[config.mk]
export PLATFORM = sky130hd
export DESIGN_NAME = imfl_top
export DESIGN_NICKNAME = d
export VERILOG_FILES = /design/src/shared/imfl_pkg.sv /design/src/rtl/imfl_fill_counter.sv /design/src/rtl/imfl_top.sv
export VERILOG_INCLUDE_DIRS = /design/src /design/src/shared
export SDC_FILE = /design/constraint.sdc
export NUM_CORES = 1
export LEC_CHECK = 0
export BUFFER_PORTS_ARGS = -buffer_cell sky130_fd_sc_hd__buf_2
export CORE_MARGIN = 5
export CORE_UTILIZATION = 59
export DETAILED_ROUTE_END_ITERATION = 7
export GPL_ROUTABILITY_DRIVEN = 0
export PLACE_DENSITY = 0.95
export REMOVE_ABC_BUFFERS = 1
export SLEW_MARGIN = 20
export SYNTH_ARGS = -nofsm -noshare
export SYNTH_HDL_FRONTEND = slang
export SYNTH_SLANG_ARGS = --single-unit
[constraint.sdc]
create_clock -name core_clk -period 3.65 [get_ports core_clk]
set_input_delay 0.5475 -clock core_clk [delete_from_list [all_inputs] [get_ports core_clk]]
set_output_delay 0.5475 -clock core_clk [all_outputs]
set_load 0.005 [all_outputs]
[src/shared/imfl_defs.svh]
// register offsets, field positions and reset values of the mask and line-control slice
`ifndef IMFL_DEFS_SVH
`define IMFL_DEFS_SVH

`define IMFL_OFS_DATA_A       8'h00
`define IMFL_OFS_DATA_B       8'h01
`define IMFL_OFS_IRQ_MASK     8'h03
`define IMFL_OFS_FILL_A       8'h04
`define IMFL_OFS_FILL_B       8'h05
`define IMFL_OFS_LINE_CTRL_A  8'h06

`define IMFL_RST_IRQ_MASK     8'h00
`define IMFL_RST_FILL_A       8'h01
`define IMFL_RST_FILL_B       8'h00
`define IMFL_RST_LINE_CTRL_A  8'h00

`define IMFL_BIT_FAULT_EVT    7
`define IMFL_BIT_WAKE_EVT     6
`define IMFL_BIT_TX_FAULT_B   5
`define IMFL_BIT_TX_FAULT_A   4
`define IMFL_BIT_RX_FAULT_B   3
`define IMFL_BIT_RX_FAULT_A   2
`define IMFL_BIT_RX_READY_B   1
`define IMFL_BIT_RX_READY_A   0

`define IMFL_LC_RATE_HI       7
`define IMFL_LC_RATE_LO       6
`define IMFL_LC_SETUP_START   5
`define IMFL_LC_WAKE_PULSE    4
`define IMFL_LC_TX_CLEAR      3
`define IMFL_LC_RX_CLEAR      2
`define IMFL_LC_CYCLE_TIMER   1
`define IMFL_LC_SEND          0

`endif

[src/shared/imfl_pkg.sv]
// types shared by the mask and line-control slice
package imfl_pkg;

	typedef enum logic [1:0] {
		IMFL_RATE_FAIL = 2'b00,
		IMFL_RATE_4K8  = 2'b01,
		IMFL_RATE_38K4 = 2'b10,
		IMFL_RATE_230K = 2'b11
	} imfl_rate_t;

	typedef enum logic [0:0] {
		IMFL_HDR_NONE    = 1'b0,
		IMFL_HDR_PENDING = 1'b1
	} imfl_hdr_t;

endpackage : imfl_pkg

[src/rtl/imfl_fill_counter.sv]
// receive queue level counter that leaves out the inserted length byte
`timescale 1ns/1ps
module imfl_fill_counter #(
	parameter logic [7:0] RESET_LEVEL = 8'h00
) (
	input  wire logic       core_clk,
	input  wire logic       rst,
	input  wire logic       push_data,
	input  wire logic       push_hdr,
	input  wire logic       pop,
	input  wire logic       clear,
	output logic [7:0]      level
);

	logic [7:0]       level_r;
	logic [7:0]       level_nxt;
	imfl_pkg::imfl_hdr_t hdr_r;
	imfl_pkg::imfl_hdr_t hdr_nxt;

	always_comb begin
		level_nxt = level_r;
		hdr_nxt   = hdr_r;
		if (clear) begin
			level_nxt = 8'h00;
			hdr_nxt   = imfl_pkg::IMFL_HDR_NONE;
		end else begin
			// the length byte is queued but never counted; its read-out is absorbed
			if (push_hdr) begin
				hdr_nxt = imfl_pkg::IMFL_HDR_PENDING;
			end
			if (pop && hdr_r == imfl_pkg::IMFL_HDR_PENDING) begin
				hdr_nxt = push_hdr ? imfl_pkg::IMFL_HDR_PENDING : imfl_pkg::IMFL_HDR_NONE;
				if (push_data && level_r != 8'hFF) begin
					level_nxt = level_r + 8'h01;
				end
			end else if (push_data && !pop) begin
				if (level_r != 8'hFF) begin
					level_nxt = level_r + 8'h01;
				end
			end else if (pop && !push_data) begin
				if (level_r != 8'h00) begin
					level_nxt = level_r - 8'h01;
				end
			end
		end
	end

	always_ff @(posedge core_clk or posedge rst) begin
		if (rst) begin
			level_r <= RESET_LEVEL;
			hdr_r   <= imfl_pkg::IMFL_HDR_NONE;
		end else begin
			level_r <= level_nxt;
			hdr_r   <= hdr_nxt;
		end
	end

	// the count moves on data pushes, data pops and clear only; the length byte's push and its pop leave it alone
	assign level = level_r;

endmodule : imfl_fill_counter

[src/rtl/imfl_top.sv]
// interrupt mask, receive levels and channel A line control registers
//
// Operation
// - status/supply fault event reaches irq only while mask bit 7 is set
// - wake sequence completion reaches irq only while mask bit 6 is set
// - transmitter faults B and A gated by mask bits 5 and 4
// - receiver faults B and A gated by mask bits 3 and 2
// - receive fault enables leave the receive fault pins untouched
// - data ready B and A gated by mask bits 1 and 0
// - data ready enables leave the receive ready pins untouched
// - read-only level shows message bytes in each receive queue; channel A's level starts at 1 out of reset
// - inserted length byte at message head is not counted
// - level may be off by one while receiving; host trusts it only idle
// - line control A holds rate, start, wake, clears, timer, send; reset zero
// - successful link setup writes detected rate into the rate field
// - rate codes: 00 failure, 01 4.8k, 10 38.4k, 11 230.4k
// - reading a channel data register clears that channel's data ready flag
// - failed setup raises wake event, drops start bit, leaves rate zero
// - send trigger transmits queued message then turns line to receive
// - queue clear bits empty transmit and receive queues
`timescale 1ns/1ps
`include "imfl_defs.svh"
module imfl_top (
	input  wire logic       core_clk,
	input  wire logic       rst,
	input  wire logic [7:0] reg_addr,
	input  wire logic       reg_wr,
	input  wire logic       reg_rd,
	input  wire logic [7:0] reg_wdata,
	output logic [7:0]      reg_rdata,
	input  wire logic [7:0] event_flags,
	output logic            irq,
	input  wire logic       rx_push_data_a,
	input  wire logic       rx_push_hdr_a,
	input  wire logic       rx_push_data_b,
	input  wire logic       rx_push_hdr_b,
	output logic            rx_ready_clear_a,
	output logic            rx_ready_clear_b,
	input  wire logic       setup_done_a,
	input  wire logic       setup_ok_a,
	input  wire logic [1:0] setup_rate_a,
	output logic            wake_event_set,
	input  wire logic       wake_done_a,
	input  wire logic       send_done_a,
	output logic            line_tx_mode_a,
	output logic [7:0]      line_ctrl_a,
	output logic            tx_queue_clear_a,
	output logic            rx_queue_clear_a
);

	logic [7:0] irq_mask_ctrl_r;
	logic [7:0] irq_mask_ctrl_nxt;
	logic [7:0] line_ctrl_a_r;
	logic [7:0] line_ctrl_a_nxt;
	logic [7:0] rdata_r;
	logic [7:0] rdata_nxt;
	logic       irq_r;
	logic       irq_nxt;
	logic       rdy_clr_a_r;
	logic       rdy_clr_a_nxt;
	logic       rdy_clr_b_r;
	logic       rdy_clr_b_nxt;
	logic       wake_set_r;
	logic       wake_set_nxt;
	logic       tx_mode_r;
	logic       tx_mode_nxt;
	logic       tx_clr_r;
	logic       tx_clr_nxt;
	logic       rx_clr_r;
	logic       rx_clr_nxt;
	logic [7:0] rx_fill_a;
	logic [7:0] rx_fill_b;
	logic       pop_a;
	logic       pop_b;
	logic       lc_wr;

	function automatic logic hit(input logic [7:0] addr, input logic [7:0] ofs);
		hit = (addr == ofs);
	endfunction : hit

	assign pop_a = reg_rd && hit(reg_addr, `IMFL_OFS_DATA_A);
	assign pop_b = reg_rd && hit(reg_addr, `IMFL_OFS_DATA_B);
	assign lc_wr = reg_wr && hit(reg_addr, `IMFL_OFS_LINE_CTRL_A);

	imfl_fill_counter #(.RESET_LEVEL(`IMFL_RST_FILL_A)) u_fill_a (
		.core_clk  (core_clk),
		.rst       (rst),
		.push_data (rx_push_data_a),
		.push_hdr  (rx_push_hdr_a),
		.pop       (pop_a),
		.clear     (rx_clr_r),
		.level     (rx_fill_a)
	);

	imfl_fill_counter #(.RESET_LEVEL(`IMFL_RST_FILL_B)) u_fill_b (
		.core_clk  (core_clk),
		.rst       (rst),
		.push_data (rx_push_data_b),
		.push_hdr  (rx_push_hdr_b),
		.pop       (pop_b),
		.clear     (1'b0),
		.level     (rx_fill_b)
	);

	// register writes and hardware updates of line control
	always_comb begin
		irq_mask_ctrl_nxt = irq_mask_ctrl_r;
		line_ctrl_a_nxt   = line_ctrl_a_r;
		tx_clr_nxt        = 1'b0;
		rx_clr_nxt        = 1'b0;
		wake_set_nxt      = 1'b0;
		tx_mode_nxt       = tx_mode_r;
		if (reg_wr) begin
			if (hit(reg_addr, `IMFL_OFS_IRQ_MASK)) begin
				irq_mask_ctrl_nxt = reg_wdata;
			end else if (hit(reg_addr, `IMFL_OFS_LINE_CTRL_A)) begin
				line_ctrl_a_nxt = reg_wdata;
			end
		end
		// clear bits act for one cycle and fall back; a same-cycle host write of 1 wins
		if (line_ctrl_a_r[`IMFL_LC_TX_CLEAR]) begin
			tx_clr_nxt = 1'b1;
			line_ctrl_a_nxt[`IMFL_LC_TX_CLEAR] = lc_wr && reg_wdata[`IMFL_LC_TX_CLEAR];
		end
		if (line_ctrl_a_r[`IMFL_LC_RX_CLEAR]) begin
			rx_clr_nxt = 1'b1;
			line_ctrl_a_nxt[`IMFL_LC_RX_CLEAR] = lc_wr && reg_wdata[`IMFL_LC_RX_CLEAR];
		end
		if (line_ctrl_a_r[`IMFL_LC_SEND] && !send_done_a) begin
			tx_mode_nxt = 1'b1;
		end
		if (send_done_a) begin
			tx_mode_nxt = 1'b0;
			line_ctrl_a_nxt[`IMFL_LC_SEND] = lc_wr && reg_wdata[`IMFL_LC_SEND];
		end
		if (wake_done_a) begin
			line_ctrl_a_nxt[`IMFL_LC_WAKE_PULSE] = lc_wr && reg_wdata[`IMFL_LC_WAKE_PULSE];
		end
		// hardware result beats a same-cycle host write of the field
		if (setup_done_a) begin
			wake_set_nxt = 1'b1;
			line_ctrl_a_nxt[`IMFL_LC_SETUP_START] = 1'b0;
			if (setup_ok_a) begin
				line_ctrl_a_nxt[`IMFL_LC_RATE_HI:`IMFL_LC_RATE_LO] = setup_rate_a;
			end else begin
				line_ctrl_a_nxt[`IMFL_LC_RATE_HI:`IMFL_LC_RATE_LO] =
					imfl_pkg::IMFL_RATE_FAIL;
			end
		end
	end

	// readback; reads have no side effect on these registers
	always_comb begin
		rdata_nxt     = rdata_r;
		rdy_clr_a_nxt = pop_a;
		rdy_clr_b_nxt = pop_b;
		if (reg_rd) begin
			if (hit(reg_addr, `IMFL_OFS_IRQ_MASK)) begin
				rdata_nxt = irq_mask_ctrl_r;
			end else if (hit(reg_addr, `IMFL_OFS_FILL_A)) begin
				rdata_nxt = rx_fill_a;
			end else if (hit(reg_addr, `IMFL_OFS_FILL_B)) begin
				rdata_nxt = rx_fill_b;
			end else if (hit(reg_addr, `IMFL_OFS_LINE_CTRL_A)) begin
				rdata_nxt = line_ctrl_a_r;
			end else begin
				rdata_nxt = 8'h00;
			end
		end
	end

	// pins for receive fault and ready are driven from the raw flags elsewhere, not from here
	always_comb begin
		irq_nxt = |(event_flags & irq_mask_ctrl_r);
	end

	always_ff @(posedge core_clk or posedge rst) begin
		if (rst) begin
			irq_mask_ctrl_r <= `IMFL_RST_IRQ_MASK;
			line_ctrl_a_r   <= `IMFL_RST_LINE_CTRL_A;
			rdata_r         <= 8'h00;
			irq_r           <= 1'b0;
			rdy_clr_a_r     <= 1'b0;
			rdy_clr_b_r     <= 1'b0;
			wake_set_r      <= 1'b0;
			tx_mode_r       <= 1'b0;
			tx_clr_r        <= 1'b0;
			rx_clr_r        <= 1'b0;
		end else begin
			irq_mask_ctrl_r <= irq_mask_ctrl_nxt;
			line_ctrl_a_r   <= line_ctrl_a_nxt;
			rdata_r         <= rdata_nxt;
			irq_r           <= irq_nxt;
			rdy_clr_a_r     <= rdy_clr_a_nxt;
			rdy_clr_b_r     <= rdy_clr_b_nxt;
			wake_set_r      <= wake_set_nxt;
			tx_mode_r       <= tx_mode_nxt;
			tx_clr_r        <= tx_clr_nxt;
			rx_clr_r        <= rx_clr_nxt;
		end
	end

	assign reg_rdata        = rdata_r;
	assign irq              = irq_r;
	assign rx_ready_clear_a = rdy_clr_a_r;
	assign rx_ready_clear_b = rdy_clr_b_r;
	assign wake_event_set   = wake_set_r;
	assign line_tx_mode_a   = tx_mode_r;
	assign line_ctrl_a      = line_ctrl_a_r;
	assign tx_queue_clear_a = tx_clr_r;
	assign rx_queue_clear_a = rx_clr_r;

endmodule : imfl_top

# Word-level counts from Yosys, hierarchy flattened
# Cells that the tools add are included.
totals:
  ram_bits: 0
  mem_bits_ro: 0
  word_cells: 130
  out_inout_bits: 23
  register_bits: 49
  inputBits: 38
  latchBits: 0
  memories: 0
op_classes:
  order_cmp: 0
  n_eq_ne: 16
  muxes: 38
  bitwise: 2
  n_reduce_logical: 51
  addsub: 4
  shift: 0
  div_mod_pow: 0
  mul: 0
ops:
  columns: ["op", "n"]
  rows:
  - ["2-to-1 mux 8 bit", 20]
  - ["== test 8 x 3 -> 1 bit (second input constant)", 3]
  - ["nonzero test 2 bit", 12]
  - ["AND reduction 3 bit", 6]
  - ["adder 8 x 1 -> 8 bit (second input constant)", 2]
  - ["logical AND 1 bit", 16]
  - ["2-to-1 mux 1 bit", 16]
  - ["!= test 8 bit (second input constant)", 2]
  - ["nonzero test 8 bit", 2]
  - ["subtractor 8 x 1 -> 8 bit (second input constant)", 2]
  - ["!= test 2 bit (second input constant)", 6]
  - ["nonzero test 3 bit", 3]
  - ["AND 8 bit", 1]
  - ["== test 8 x 1 -> 1 bit (second input constant)", 1]
  - ["== test 8 x 2 -> 1 bit (second input constant)", 1]
  - ["zero test 8 bit", 1]
  - ["AND reduction 4 bit", 2]
  - ["nonzero test 4 bit", 2]
  - ["OR reduction 8 bit", 1]
  - ["zero test 1 bit", 5]
  - ["!= test 4 x 3 -> 1 bit (second input constant)", 1]
  - ["2-to-1 mux 3 bit", 1]
  - ["!= test 3 x 2 -> 1 bit (second input constant)", 1]
  - ["!= test 3 bit (second input constant)", 1]
  - ["3 further kinds", 3]

# Depth between registers and ports, before layout
# Gate-level depths: netlist (run 1).
logic_depth:
  depth_word: 7
  mapped_depth: 9
  ltp_nobuf: 9

# Modules after synthesis
# Synthesis (run 1) repeated with hierarchy kept, for this count alone.
unflattened:
  cells_unflattened: 294
  area_unflattened_um2: 2916.5
modules_own_cells:
  columns: ["module", "instances", "seq_area_each_um2", "area_per_inst_um2", "cells_each"]
  rows:
  - ["imfl_top", 1, 775.7, 1596.5, 144]
  - ["imfl_fill_counter at u_fill_a", 1, 226.5, 660.6, 75]
  - ["imfl_fill_counter at u_fill_b", 1, 225.2, 659.4, 75]

# Worst setup path after synthesis (run 1)
# OpenSTA, ideal clock, no wires.
synth_timing:
  path_type: "input-to-reg"
  from: "input reg_addr[3]"
  to: "register u_fill_b.level_r[2], in the netlist u_fill_b.level[2]"
  setup_ns: 0.133
  path_buffers: 1
  stages: 9
  arrival_time_ns: 2.490
  setup_slack_ns: 1.027
  path_cell_list: "or3_1 -> nor2_2 -> nand3_1 -> ha_1 -> a41oi_1 -> clkbuf_1 -> mux2i_1 -> a21oi_1 -> xor2_1"
synth_via:
  elab_chain_cells: 6
  elab_cells_between_ends: 13
  classes_between: "eq/ne: 3; mux: 2; reduce/logical: 8"
synth_rtl:
  columns: ["item", "line", "source"]
  rows:
  - ["start: declaration", "imfl_top.sv:26", "input wire logic [7:0] reg_addr,"]
  - ["== test 8 x 1 -> 1 bit *", "imfl_top.sv:78", "hit = (addr == ofs);"]
  - ["logical AND 1 bit *", "imfl_top.sv:82", "assign pop_b = reg_rd && hit(reg_addr, `IMFL_OFS_DATA_B);"]
  - ["zero test 1 bit", "imfl_fill_counter.sv:36", "end else if (push_data && !pop) begin"]
  - ["logical AND 1 bit", "imfl_fill_counter.sv:36", null]
  - ["!= test 3 x 2 -> 1 bit (no source line) (tied with other cells)", null, null]
  - ["AND reduction 4 bit (no source line) or 2-to-1 mux 8 bit (tied branches)", null, null]
  - ["end signal: assignment", "imfl_fill_counter.sv:53", "level_r <= level_nxt;"]
  - ["end: declaration", "imfl_fill_counter.sv:15", "logic [7:0] level_r;"]
# Every way passes the cells marked *; elsewhere a longest branch is shown, timed or not.
# A chain may end at the register's enable or synchronous reset.

# Worst setup path in the final report (run 1)
layout_timing:
  from: "input reg_addr[3]"
  to: "register u_fill_b.level_r[5], in the netlist u_fill_b.level[5]"
# Same word-level chain as after synthesis.

==> impl_results.rst, run 1 <==
.. list-table::
   :header-rows: 1

   * - Metric
     - Value
   * - Via count of the first global-routing pass
     - around 2700
   * - Largest net degree at the start of global routing
     - 50
   * - Startpoint of the most critical register-to-register path
     - u_fill_b.level[0]$_DFFE_PP0P_
   * - Worst supply voltage drop on vdd
     - 0.000382 V
   * - Count of antenna-violating nets left after detailed routing
     - 0
   * - Number of setup buffers added after CTS
     - 0
   * - Post-synthesis mux area share
     - 0.0638
   * - Transition at the pin with the smallest max-transition slack
     - 833 ps
   * - Placed cell areas
     - 0.00328 mm²
   * - Hold bufs inserted after CTS
     - 0
   * - Period utilisation layout
     - 0.747
   * - Relative area change from synthesis to final layout
     - 13.8%
   * - Result of the run
     - completed
   * - Die outline height
     - 81.1 µm
   * - Psw
     - 0.557 mW
   * - Internal portion of total power
     - 1.01 mW
   * - Commonest cells post-synth
     - dfrtp_1, nor2_1, nand2_1
   * - Peak clock frequency supported by timing
     - 367 MHz
   * - DRT Wirelength
     - approximately 7.6 mm
   * - Headroom to the max-slew limit
     - 0.444
   * - Number of cells on the worst reg-to-reg path
     - 7
   * - Area share of xor/xnor cells in the synthesized design
     - 0.0235
   * - Ant. Diodes
     - 0
   * - RSZ-0062 raised after global routing
     - no
   * - Critical path cell sequence
     - buf_2 -> or3_1 -> nor2_2 -> buf_4 -> nand3_1 -> ha_1 -> a21o_1 -> a221oi_1 -> o22ai_1 -> xnor2_1
   * - Most frequent cell after synthesis
     - dfrtp_1
   * - Ratio of cells with drive above 1 in the final layout
     - 0.266
   * - CTS tree
     - done
   * - Cell types with the largest area share after synthesis
     - dfrtp_1, a22oi_1, mux2_2
   * - Post-synth top area share
     - 0.403
   * - Power after layout
     - 1.57 mW
   * - Via count of the routed design
     - about 2700
   * - Starting DRT DRC Count
     - 202
   * - Total area of multi-input combinational cells
     - 0.00161 mm²
   * - Type of the most critical hold path
     - input port to asynchronous set/reset pin
   * - Cell depth of the worst setup path
     - 10
   * - Number of enable-type register cells in the synthesized netlist
     - 0
   * - Final-layout fill cell count
     - about 370
   * - Fraction of the mapped netlist area in compound gates
     - 0.198
   * - GRT Residual Overflow
     - 0
   * - Global-route wire length before repair
     - 12.6 mm
   * - Slowest stage delay, CP
     - 460 ps
   * - Post-synthesis share of cell area spent on full adders, half adders and majority gates
     - 0.0336
   * - Flops & latches, synth
     - 49
   * - Net Sw Frac
     - 0.354
   * - Clock Skew
     - 7.84 ps
   * - Final net count
     - between 300 and 400
   * - Part of the total power dissipated in combinational logic
     - 0.230
   * - Sequential element share of the synthesized area
     - 0.412
   * - Count of max-cap constraint violations
     - 0
   * - CP Data Required Time
     - 3880 ps
   * - GRT Resource Usage Total
     - 0.248
   * - Starting density of the core
     - 0.619
   * - Kind of capture point of the worst setup path
     - register
   * - Cell family with the largest share of critical-path delay
     - compound AO/OA/AOI/OAI gates
   * - Crit Path Category
     - input port to register
   * - Gate Count Post-Synth
     - 305
   * - Number of iterations in the first detailed-routing pass
     - 5
   * - Average wire length per cell after detail routing
     - 18.1 µm
   * - Placeable core region
     - 0.00482 mm²
   * - Post-detailed-placement half-perimeter wirelength
     - 5.48 mm
   * - Endpoint of the lowest-slack register-to-register path
     - u_fill_b.level[5]$_DFFE_PP0P_
   * - Post-detailed-route DRC marker count
     - 0
   * - Post-cts sizing count
     - 0
   * - Distinct cell type count of the synthesized netlist
     - 56
   * - Slew Viols, Final
     - 0
   * - Overall die area
     - 0.00658 mm²
   * - Clk sinks
     - 49
   * - Highest-delay cell along the critical path
     - or3_1
   * - Post-synthesis simple-gate area fraction
     - 0.221
   * - Antenna violations before repair
     - 0
   * - Startpoint Class
     - input port
   * - Total negative setup slack
     - 0 ps
   * - Clock latency reported for the late side of the worst-skew pair
     - 310 ps
   * - Final Instance Area
     - 0.00339 mm²
   * - Critical path startpoint
     - reg_addr[3]
   * - Post-CTS clock slew at the launch and capture registers of the worst setup and hold paths
     - 100 ps
   * - Post-Syn Area
     - 0.00298 mm²
   * - TritonCTS Buffers
     - 5
   * - Part of the power in the clock network
     - 0.257
   * - Count of endpoints failing hold in the final timing report
     - 0
   * - Number of warnings reported in the yosys synthesis log
     - 0
   * - Width of the die
     - between 80 and 90 µm
   * - Syn_area_per_cell
     - 9.78 µm²
   * - Final setup vio count
     - 0
   * - Buffering stage count on the worst path with inverters included
     - 2
   * - Floorplan row count
     - 25
   * - Biggest fanout along the worst timing path
     - 15
   * - Via-per-instance ratio
     - 6.51
   * - Sequential Power Share
     - 0.513
   * - Async set-or-reset flop fraction in the synthesized netlist
     - 1.00
   * - Clock tree root buffer cell
     - clkbuf_8
   * - Cell type contributing the most total cell area after synthesis
     - dfrtp_1
   * - Largest family of logic cells by synthesized area
     - simple AND/OR/NAND/NOR gates
   * - CTS H-tree depth
     - 2
   * - Static power due to leakage
     - ~1.7 nW
   * - Top-Level Pins
     - 61
   * - Crit path to
     - u_fill_b.level[5]$_DFFE_PP0P_
   * - Area used by sequential logic in the layout
     - 0.00123 mm²
   * - Data arrival time of the critical path
     - 2960 ps
   * - Clock period minus worst slack
     - between 2000 and 3000 ps
   * - Clock Path Buffers
     - 2
   * - Top_reg_cell synth
     - dfrtp_1
   * - Count of buffers from port buffering
     - 60
   * - Power Dens Cells
     - between 400 and 500 mW/mm²
   * - Worst setup slack for register-to-register paths
     - between 1000 and 1500 ps
[final cells by class]
class	instances	area share
multi-input cells	225	0.475
clock buffers	5	0.0203
inverters	10	0.0114
clock inverters	3	0.0136
flip-flops and latches	49	0.362
well taps	67	0.0247
repair buffers	62	0.0930
[sequential cells by signal, indices dropped and copies added, names as in the netlist, 8 cells and up]
name,count
irq_mask_ctrl_r,8
line_ctrl_a,8
reg_rdata,8
u_fill_a.level,8
u_fill_b.level,8
[worst min-delay path by stage]
stage | to | slack (ps)
after detailed placement | rx_queue_clear_a$_DFF_PP0_ | 410
after global routing | line_tx_mode_a$_DFFE_PP0P_ | 380
final | rx_ready_clear_b$_DFF_PP0_ | 350
after floorplan | rx_queue_clear_a$_DFF_PP0_ | 400
after CTS | line_tx_mode_a$_DFFE_PP0P_ | 390
after global placement | tx_queue_clear_a$_DFF_PP0_ | 410
[kinds of logic (layout without fill, tap and decap cells)]
| group | count (synthesis) | after routing |
|---|---|---|
| AOI/OAI and AO/OA | 77 | 77 |
| adders and majority gates | 8 | 8 |
| muxes | 17 | 17 |
| buffers and inverters | 31 | 80 |
| xor gates and xnor gates | 8 | 8 |
| DFF | 49 | 49 |
| and+or+nand+nor | 115 | 115 |
[power groups by stage]
stage	clock (mW)	combinational [mW]	sequential [mW]
2_1_floorplan	0	0.271	0.750
3_3_place_gp	0	0.340	0.797
3_5_place_dp	0	0.354	0.802
4_1_cts	0.403	0.359	0.796
5_1_grt	0.432	0.405	0.819
6_report	0.404	0.361	0.805
[placed cells by master (no fill, tap or decap), types with 5 or more instances in the layout]
cell,n
buf_2,60
xor2_1,6
o21ai_0,7
ha_1,8
mux2_2,11
a22o_1,9
clkbuf_8,5
inv_1,9
dfrtp_1,48
nor2_1,24
a22oi_1,18
a21oi_1,7
nor2b_1,8
nand3_1,11
o31ai_1,8
a21o_1,13
nand2_1,22
nand4_1,13
[stage by stage]
stage               hold slack (ps)   util  cells  setup WS, ps
CTS                             388  0.704    421           984
global route                    379  0.704    421           809
detailed placement              406  0.680    413           683
floorplan                       396      -    284           679
global placement                406  0.680    413           831
finish                          352  0.704    421           922
[routing by layer]
layer  vias to the layer above  GRT usage  routed length [µm]
li1                       1231          -                   -
met1                      1338      0.300                3000
met2                       137      0.427                3930
met3                        33     0.0466                 420
met4                         0      0.110                 269
met5                         -          0                   0
Power figures use the tool's default switching activity.
==> inputs of run 2 (changes only) <==
--- a/config.mk
+++ b/config.mk
@@ -8,10 +8,10 @@
 export LEC_CHECK = 0
 export BUFFER_PORTS_ARGS = -buffer_cell sky130_fd_sc_hd__buf_2
 export CORE_MARGIN = 5
-export CORE_UTILIZATION = 59
+export CORE_UTILIZATION = 55
 export DETAILED_ROUTE_END_ITERATION = 7
 export GPL_ROUTABILITY_DRIVEN = 0
-export PLACE_DENSITY = 0.95
+export PLACE_DENSITY = 0.92
 export REMOVE_ABC_BUFFERS = 1
 export SLEW_MARGIN = 20
 export SYNTH_ARGS = -nofsm -noshare
==> constraint.sdc (replaced) <==
create_clock -name core_clk -period 2.51 [get_ports core_clk]
set_input_delay 0.3765 -clock core_clk [delete_from_list [all_inputs] [get_ports core_clk]]
set_output_delay 0.3765 -clock core_clk [all_outputs]
set_load 0.005 [all_outputs]
==> impl_results.rst, run 2 (synthesis gave the netlist of run 1 again) <==
.. list-table::
   :header-rows: 1

   * - Metric
     - Value
   * - Result of the run
     - completed
   * - GRT Residual Overflow
     - 0
   * - Post-cts sizing count
     - 0
   * - Data arrival time of the critical path
     - between 2000 and 2500 ps
   * - Post-CTS clock slew at the launch and capture registers of the worst setup and hold paths
     - 90 ps
   * - Via count of the first global-routing pass
     - 2564
   * - Via count of the routed design
     - 2711
   * - Antenna violations before repair
     - 0
   * - Width of the die
     - approximately 84 µm
   * - Post-detailed-placement half-perimeter wirelength
     - 5.54 mm
   * - Via-per-instance ratio
     - ~6.3
   * - Worst supply voltage drop on vdd
     - 0.000370 V
   * - Largest net degree at the start of global routing
     - 50
   * - Number of cells on the worst reg-to-reg path
     - 7
   * - Post-detailed-route DRC marker count
     - 0
   * - Layout Cells excl Fill
     - 432
   * - Clock Skew
     - 9.24 ps
   * - Slew Viols, Final
     - 0
   * - Clock latency reported for the late side of the worst-skew pair
     - 310 ps
   * - Transition at the pin with the smallest max-transition slack
     - 639 ps
   * - Hold bufs inserted after CTS
     - 0
   * - Final net count
     - just over 400
   * - Number of setup buffers added after CTS
     - 0
   * - Static power due to leakage
     - 1.68 nW
   * - Top-Level Pins
     - just over 60
   * - Final setup vio count
     - 0
   * - Worst slack after detailed placement
     - -33.1 ps
   * - Average wire length per cell after detail routing
     - about 18 µm
   * - Ratio of cells with drive above 1 in the final layout
     - 0.279
   * - Count of max-cap constraint violations
     - 0
   * - Biggest fanout along the worst timing path
     - 4
   * - Startpoint of the most critical register-to-register path
     - u_fill_b.level[0]$_DFFE_PP0P_
   * - CP Data Required Time
     - 2720 ps
   * - Clk sinks
     - 49
   * - Die outline height
     - 83.6 µm
   * - RSZ-0062 raised after global routing
     - no
   * - Count of antenna-violating nets left after detailed routing
     - 0
   * - Kind of capture point of the worst setup path
     - register
   * - GRT Resource Usage Total
     - 0.217
   * - Global-route wire length before repair
     - 12.6 mm
   * - Power Dens Cells
     - 638 mW/mm²
   * - Crit Path Category
     - input port to register
   * - Final-layout fill cell count
     - 379
   * - Clock Path Buffers
     - 2
   * - TritonCTS Buffers
     - 5
   * - Relative area change from synthesis to final layout
     - 15.0%
   * - Number of iterations in the first detailed-routing pass
     - 5
   * - Count of buffers from port buffering
     - 60
   * - Starting density of the core
     - 0.576
   * - Starting DRT DRC Count
     - 327
   * - Ant. Diodes
     - 0
   * - Type of the most critical hold path
     - input port to asynchronous set/reset pin
   * - Peak clock frequency supported by timing
     - 442 MHz
   * - Clock period minus worst slack
     - 2260 ps
   * - Power after layout
     - 2.19 mW
   * - Number of cells in the design after placement
     - 424
   * - CTS H-tree depth
     - 2
   * - Floorplan row count
     - 26
   * - CTS tree
     - done
   * - Startpoint Class
     - input port
   * - Overall die area
     - between 0.006 and 0.007 mm²
   * - Worst setup slack for register-to-register paths
     - 370 ps
   * - Clock tree root buffer cell
     - clkbuf_8
   * - Headroom to the max-slew limit
     - 0.574
   * - Most frequent cells in the layout
     - buf_2, dfrtp_1, nor2_1
   * - Endpoint of the lowest-slack register-to-register path
     - u_fill_b.level[5]$_DFFE_PP0P_
   * - Worst Setup Slack, final
     - 249 ps
   * - DRT Wirelength
     - 7.70 mm
   * - Most common cell after layout, fill and taps aside
     - buf_2
   * - Count of endpoints failing hold in the final timing report
     - 0
   * - Placeable core region
     - just over 0.005 mm²
   * - Period utilisation layout
     - 0.901
## run 2: cell count changes in the layout (fill, tap and decap cells not counted)
cell / change
buf_4: +8
bufinv_16: -1
clkbuf_1: +1
clkinv_2: -1
inv_2: +1
## run 2: cell type report
| class | instances | area, µm² | share of cell area |
|---|---|---|---|
| clock buffers | 6 | 72.6 | 0.0212 |
| well taps | 70 | 87.6 | 0.0255 |
| inverters | 10 | 37.5 | 0.0109 |
| clock inverters | 2 | 16.3 | 0.00474 |
| multi-input cells | 225 | 1610 | 0.470 |
| repair buffers | 70 | 375 | 0.109 |
| flip-flops and latches | 49 | 1230 | 0.358 |
## run 2: power by group
part	switching (mW)	internal, mW	leakage [nW]
registers	0.250	0.913	0.633
logic	0.277	0.271	1.01
clock network	0.277	0.199	0.0414
total	0.805	1.38	1.68
## run 2: how the worst max path moves through the flow
stage	startpoint	to	slack (ps)	depth (start not counted)
CTS	reg_addr[3]	u_fill_b.level[5]$_DFFE_PP0P_	270	9
finish	reg_addr[3]	u_fill_b.level[5]$_DFFE_PP0P_	250	9
global route	reg_addr[3]	u_fill_b.level[5]$_DFFE_PP0P_	150	9
detailed placement	reg_addr[3]	u_fill_b.level[5]$_DFFE_PP0P_	-30	9
floorplan	reg_addr[3]	u_fill_b.level[5]$_DFFE_PP0P_	-290	8
global placement	reg_addr[3]	u_fill_b.level[3]$_DFFE_PP0P_	120	10
## run 2: per-stage QoR
| step | setup TNS, ps | util | hold WS (ps) | area (µm²) |
|---|---|---|---|---|
| after detailed placement | -59.3 | 0.646 | 409 | 3340 |
| final | 0 | 0.663 | 220 | 3430 |
| after global routing | 0 | 0.663 | 212 | 3430 |
| after floorplan | -1710 | - | 396 | 2880 |
| after global placement | 0 | 0.646 | 426 | 3340 |
| after CTS | 0 | 0.663 | 221 | 3430 |
## run 2: worst max-delay path: stages
cell      delay [ps]
buf_2            100
or3_1            390
nor2_2           110
nand3_1          150
ha_1             320
a21o_1           170
a221oi_1         450
o22ai_1          190
xnor2_1          200
## run 2: per-layer routing
layer,GRT usage,vias up,wire length (µm),share of wire
met2,0.372,140,3950,0.51
met1,0.273,1301,3110,0.40
met5,0,-,0,0
li1,-,1246,-,-
met3,0.0503,24,481,0.062
met4,0.0614,0,160,0.021
==> inputs of run 3 (changes only) <==
--- a/config.mk
+++ b/config.mk
@@ -6,12 +6,12 @@
 export SDC_FILE = /design/constraint.sdc
 export NUM_CORES = 1
 export LEC_CHECK = 0
-export BUFFER_PORTS_ARGS = -buffer_cell sky130_fd_sc_hd__buf_2
 export CORE_MARGIN = 5
-export CORE_UTILIZATION = 55
+export CORE_UTILIZATION = 63
 export DETAILED_ROUTE_END_ITERATION = 7
+export DONT_BUFFER_PORTS = 1
 export GPL_ROUTABILITY_DRIVEN = 0
-export PLACE_DENSITY = 0.92
+export PLACE_DENSITY = 0.91
 export REMOVE_ABC_BUFFERS = 1
 export SLEW_MARGIN = 20
 export SYNTH_ARGS = -nofsm -noshare
==> impl_results.rst, run 3 (synthesis gave the netlist of run 1 again) <==
.. list-table::
   :header-rows: 1

   * - Metric
     - Value
   * - Placeable core region
     - ~0.0047 mm²
   * - Number of cells on the worst reg-to-reg path
     - 7
   * - Count of max-cap constraint violations
     - 0
   * - DRT Wirelength
     - 6.96 mm
   * - Clk sinks
     - 49
   * - Post-detailed-route DRC marker count
     - 0
   * - CTS H-tree depth
     - 2
   * - Number of stages on the worst hold path
     - 0
   * - Clock tree root buffer cell
     - clkbuf_8
   * - Most common cell after layout, fill and taps aside
     - dfrtp_1
   * - Width of the die
     - 78.8 µm
   * - Ratio of cells with drive above 1 in the final layout
     - 0.136
   * - Via count of the routed design
     - around 2500
   * - Worst hold slack after final layout
     - 80.2 ps
   * - Final setup vio count
     - 0
   * - CP Data Required Time
     - 2760 ps
   * - Number of cells in the design after placement
     - 347
   * - Worst supply voltage drop on vdd
     - between 0.0005 and 0.0006 V
   * - Area used by sequential logic in the layout
     - 0.00123 mm²
   * - Die outline height
     - 78.8 µm
   * - GRT Resource Usage Total
     - 0.244
   * - Clock Skew
     - 8.09 ps
   * - Starting density of the core
     - 0.640
   * - Total area of multi-input combinational cells
     - between 0.0015 and 0.002 mm²
   * - Headroom to the max-slew limit
     - 0.613
   * - Via-per-instance ratio
     - between 6 and 7
   * - Count of antenna-violating nets left after detailed routing
     - 0
   * - Clock Path Buffers
     - 2
   * - Final-layout fill cell count
     - ~340
   * - Static power due to leakage
     - 1.43 nW
   * - Count of buffers from port buffering
     - 0
   * - Power Dens Cells
     - 713 mW/mm²
   * - Layout Cells excl Fill
     - 356
   * - Crit Path Category
     - input port to register
   * - WHS Endpoint
     - wake_event_set$_DFF_PP0_
   * - Critical path cell sequence
     - or3_1 -> nor2_2 -> nand3_1 -> ha_1 -> a21o_1 -> a221oi_1 -> o22a_1 -> xor2_1
   * - Peak clock frequency supported by timing
     - between 400 and 500 MHz
   * - Final net count
     - 347
   * - Via count of the first global-routing pass
     - 2338
   * - Largest net degree at the start of global routing
     - 21
   * - Data arrival time of the critical path
     - about 2400 ps
   * - Number of iterations in the first detailed-routing pass
     - 5
   * - Slowest stage delay, CP
     - 450 ps
   * - Transition at the pin with the smallest max-transition slack
     - 575 ps
   * - Overall die area
     - between 0.006 and 0.007 mm²
   * - Slew Viols, Final
     - 0
   * - Post-CTS clock slew at the launch and capture registers of the worst setup and hold paths
     - 100 ps
   * - Floorplan row count
     - 25
   * - Endpoint of the lowest-slack register-to-register path
     - u_fill_b.level[7]$_DFFE_PP0P_
   * - RSZ-0062 raised after global routing
     - no
   * - TritonCTS Buffers
     - 5
   * - Worst setup slack for register-to-register paths
     - a little under 400 ps
   * - Count of endpoints failing hold in the final timing report
     - 0
   * - Average wire length per cell after detail routing
     - 19.6 µm
   * - Type of the most critical hold path
     - input port to register
   * - CTS tree
     - done
   * - Ant. Diodes
     - 0
   * - Startpoint Class
     - input port
   * - GRT Residual Overflow
     - 0
   * - Startpoint of the most critical register-to-register path
     - u_fill_b.level[0]$_DFFE_PP0P_
   * - Antenna violations before repair
     - 0
   * - Power after layout
     - 2.24 mW
   * - Post-detailed-placement half-perimeter wirelength
     - 5.24 mm
   * - Kind of capture point of the worst setup path
     - register
   * - Period utilisation layout
     - 0.848
   * - Number of setup buffers added after CTS
     - 0
   * - Total negative setup slack
     - 0 ps
   * - Clock latency reported for the late side of the worst-skew pair
     - 310 ps
   * - Result of the run
     - completed
   * - Highest-delay cell along the critical path
     - a221oi_1
   * - Most frequent cells in the layout
     - dfrtp_1, nor2_1, nand2_1
   * - Relative area change from synthesis to final layout
     - 5.25%
   * - Global-route wire length before repair
     - around 12 mm
   * - Top-Level Pins
     - 61
   * - Starting DRT DRC Count
     - 321
   * - Biggest fanout along the worst timing path
     - 4
   * - Min-delay src
     - setup_done_a
   * - Clock period minus worst slack
     - 2130 ps
==> run 3: area by class of cell <==
type / instances / share of cell area
clock inverters: 3 / 0.0152
clock buffers: 5 / 0.0219
well taps: 54 / 0.0215
multi-input cells: 225 / 0.514
repair buffers: 10 / 0.0247
flip-flops and latches: 49 / 0.391
inverters: 10 / 0.0120
==> run 3: power breakdown <==
part	internal, mW	switching [mW]
clock	0.304	0.289
sequential	0.914	0.245
combinational	0.245	0.239
total	1.46	0.773
==> run 3: per-layer routing <==
layer  GRT usage  up-vias  routed length [µm]
met5           0        -                   0
met3      0.0635       19                 442
met1       0.307     1237                2810
li1            -     1122                   -
met4       0.110        0                 148
met2       0.393      101                3560
==> run 3: stage by stage <==
stage,setup WS [ps],cell area [µm²],utilization
finish,380,3140,0.673
global route,179,3140,0.673
CTS,410,3140,0.673
detailed placement,66.1,3010,0.646
global placement,189,3010,0.646
floorplan,-290,2880,-
==> run 3: worst max path at each step <==
stage           startpoint  cells after the start  slack [ps]                             to
2_1_floorplan  reg_addr[3]                      8        -290  u_fill_b.level[5]$_DFFE_PP0P_
3_3_place_gp   reg_addr[3]                      6         190  u_fill_a.level[6]$_DFFE_PP0P_
3_5_place_dp   reg_addr[3]                      9          70  u_fill_b.level[3]$_DFFE_PP0P_
4_1_cts        reg_addr[3]                      9         410  u_fill_b.level[3]$_DFFE_PP0P_
5_1_grt        reg_addr[3]                      8         180  u_fill_b.level[7]$_DFFE_PP0P_
6_report       reg_addr[3]                      8         380  u_fill_b.level[7]$_DFFE_PP0P_
==> run 3: what timing repair did <==
| action | in CTS | in global routing |
|---|---|---|
| hold buffers | 1 | 0 |
| gates resized for setup | 0 | 0 |
| hold endpoints to repair | 17 | 0 |
==> run 3: critical path: cells and delay by family <==
kind / cells / cell delay [ps]
xor gates and xnor gates: 1 / 140
AOI/OAI and AO/OA: 3 / 870
and+or+nand+nor: 3 / 680
adders and majority gates: 1 / 310
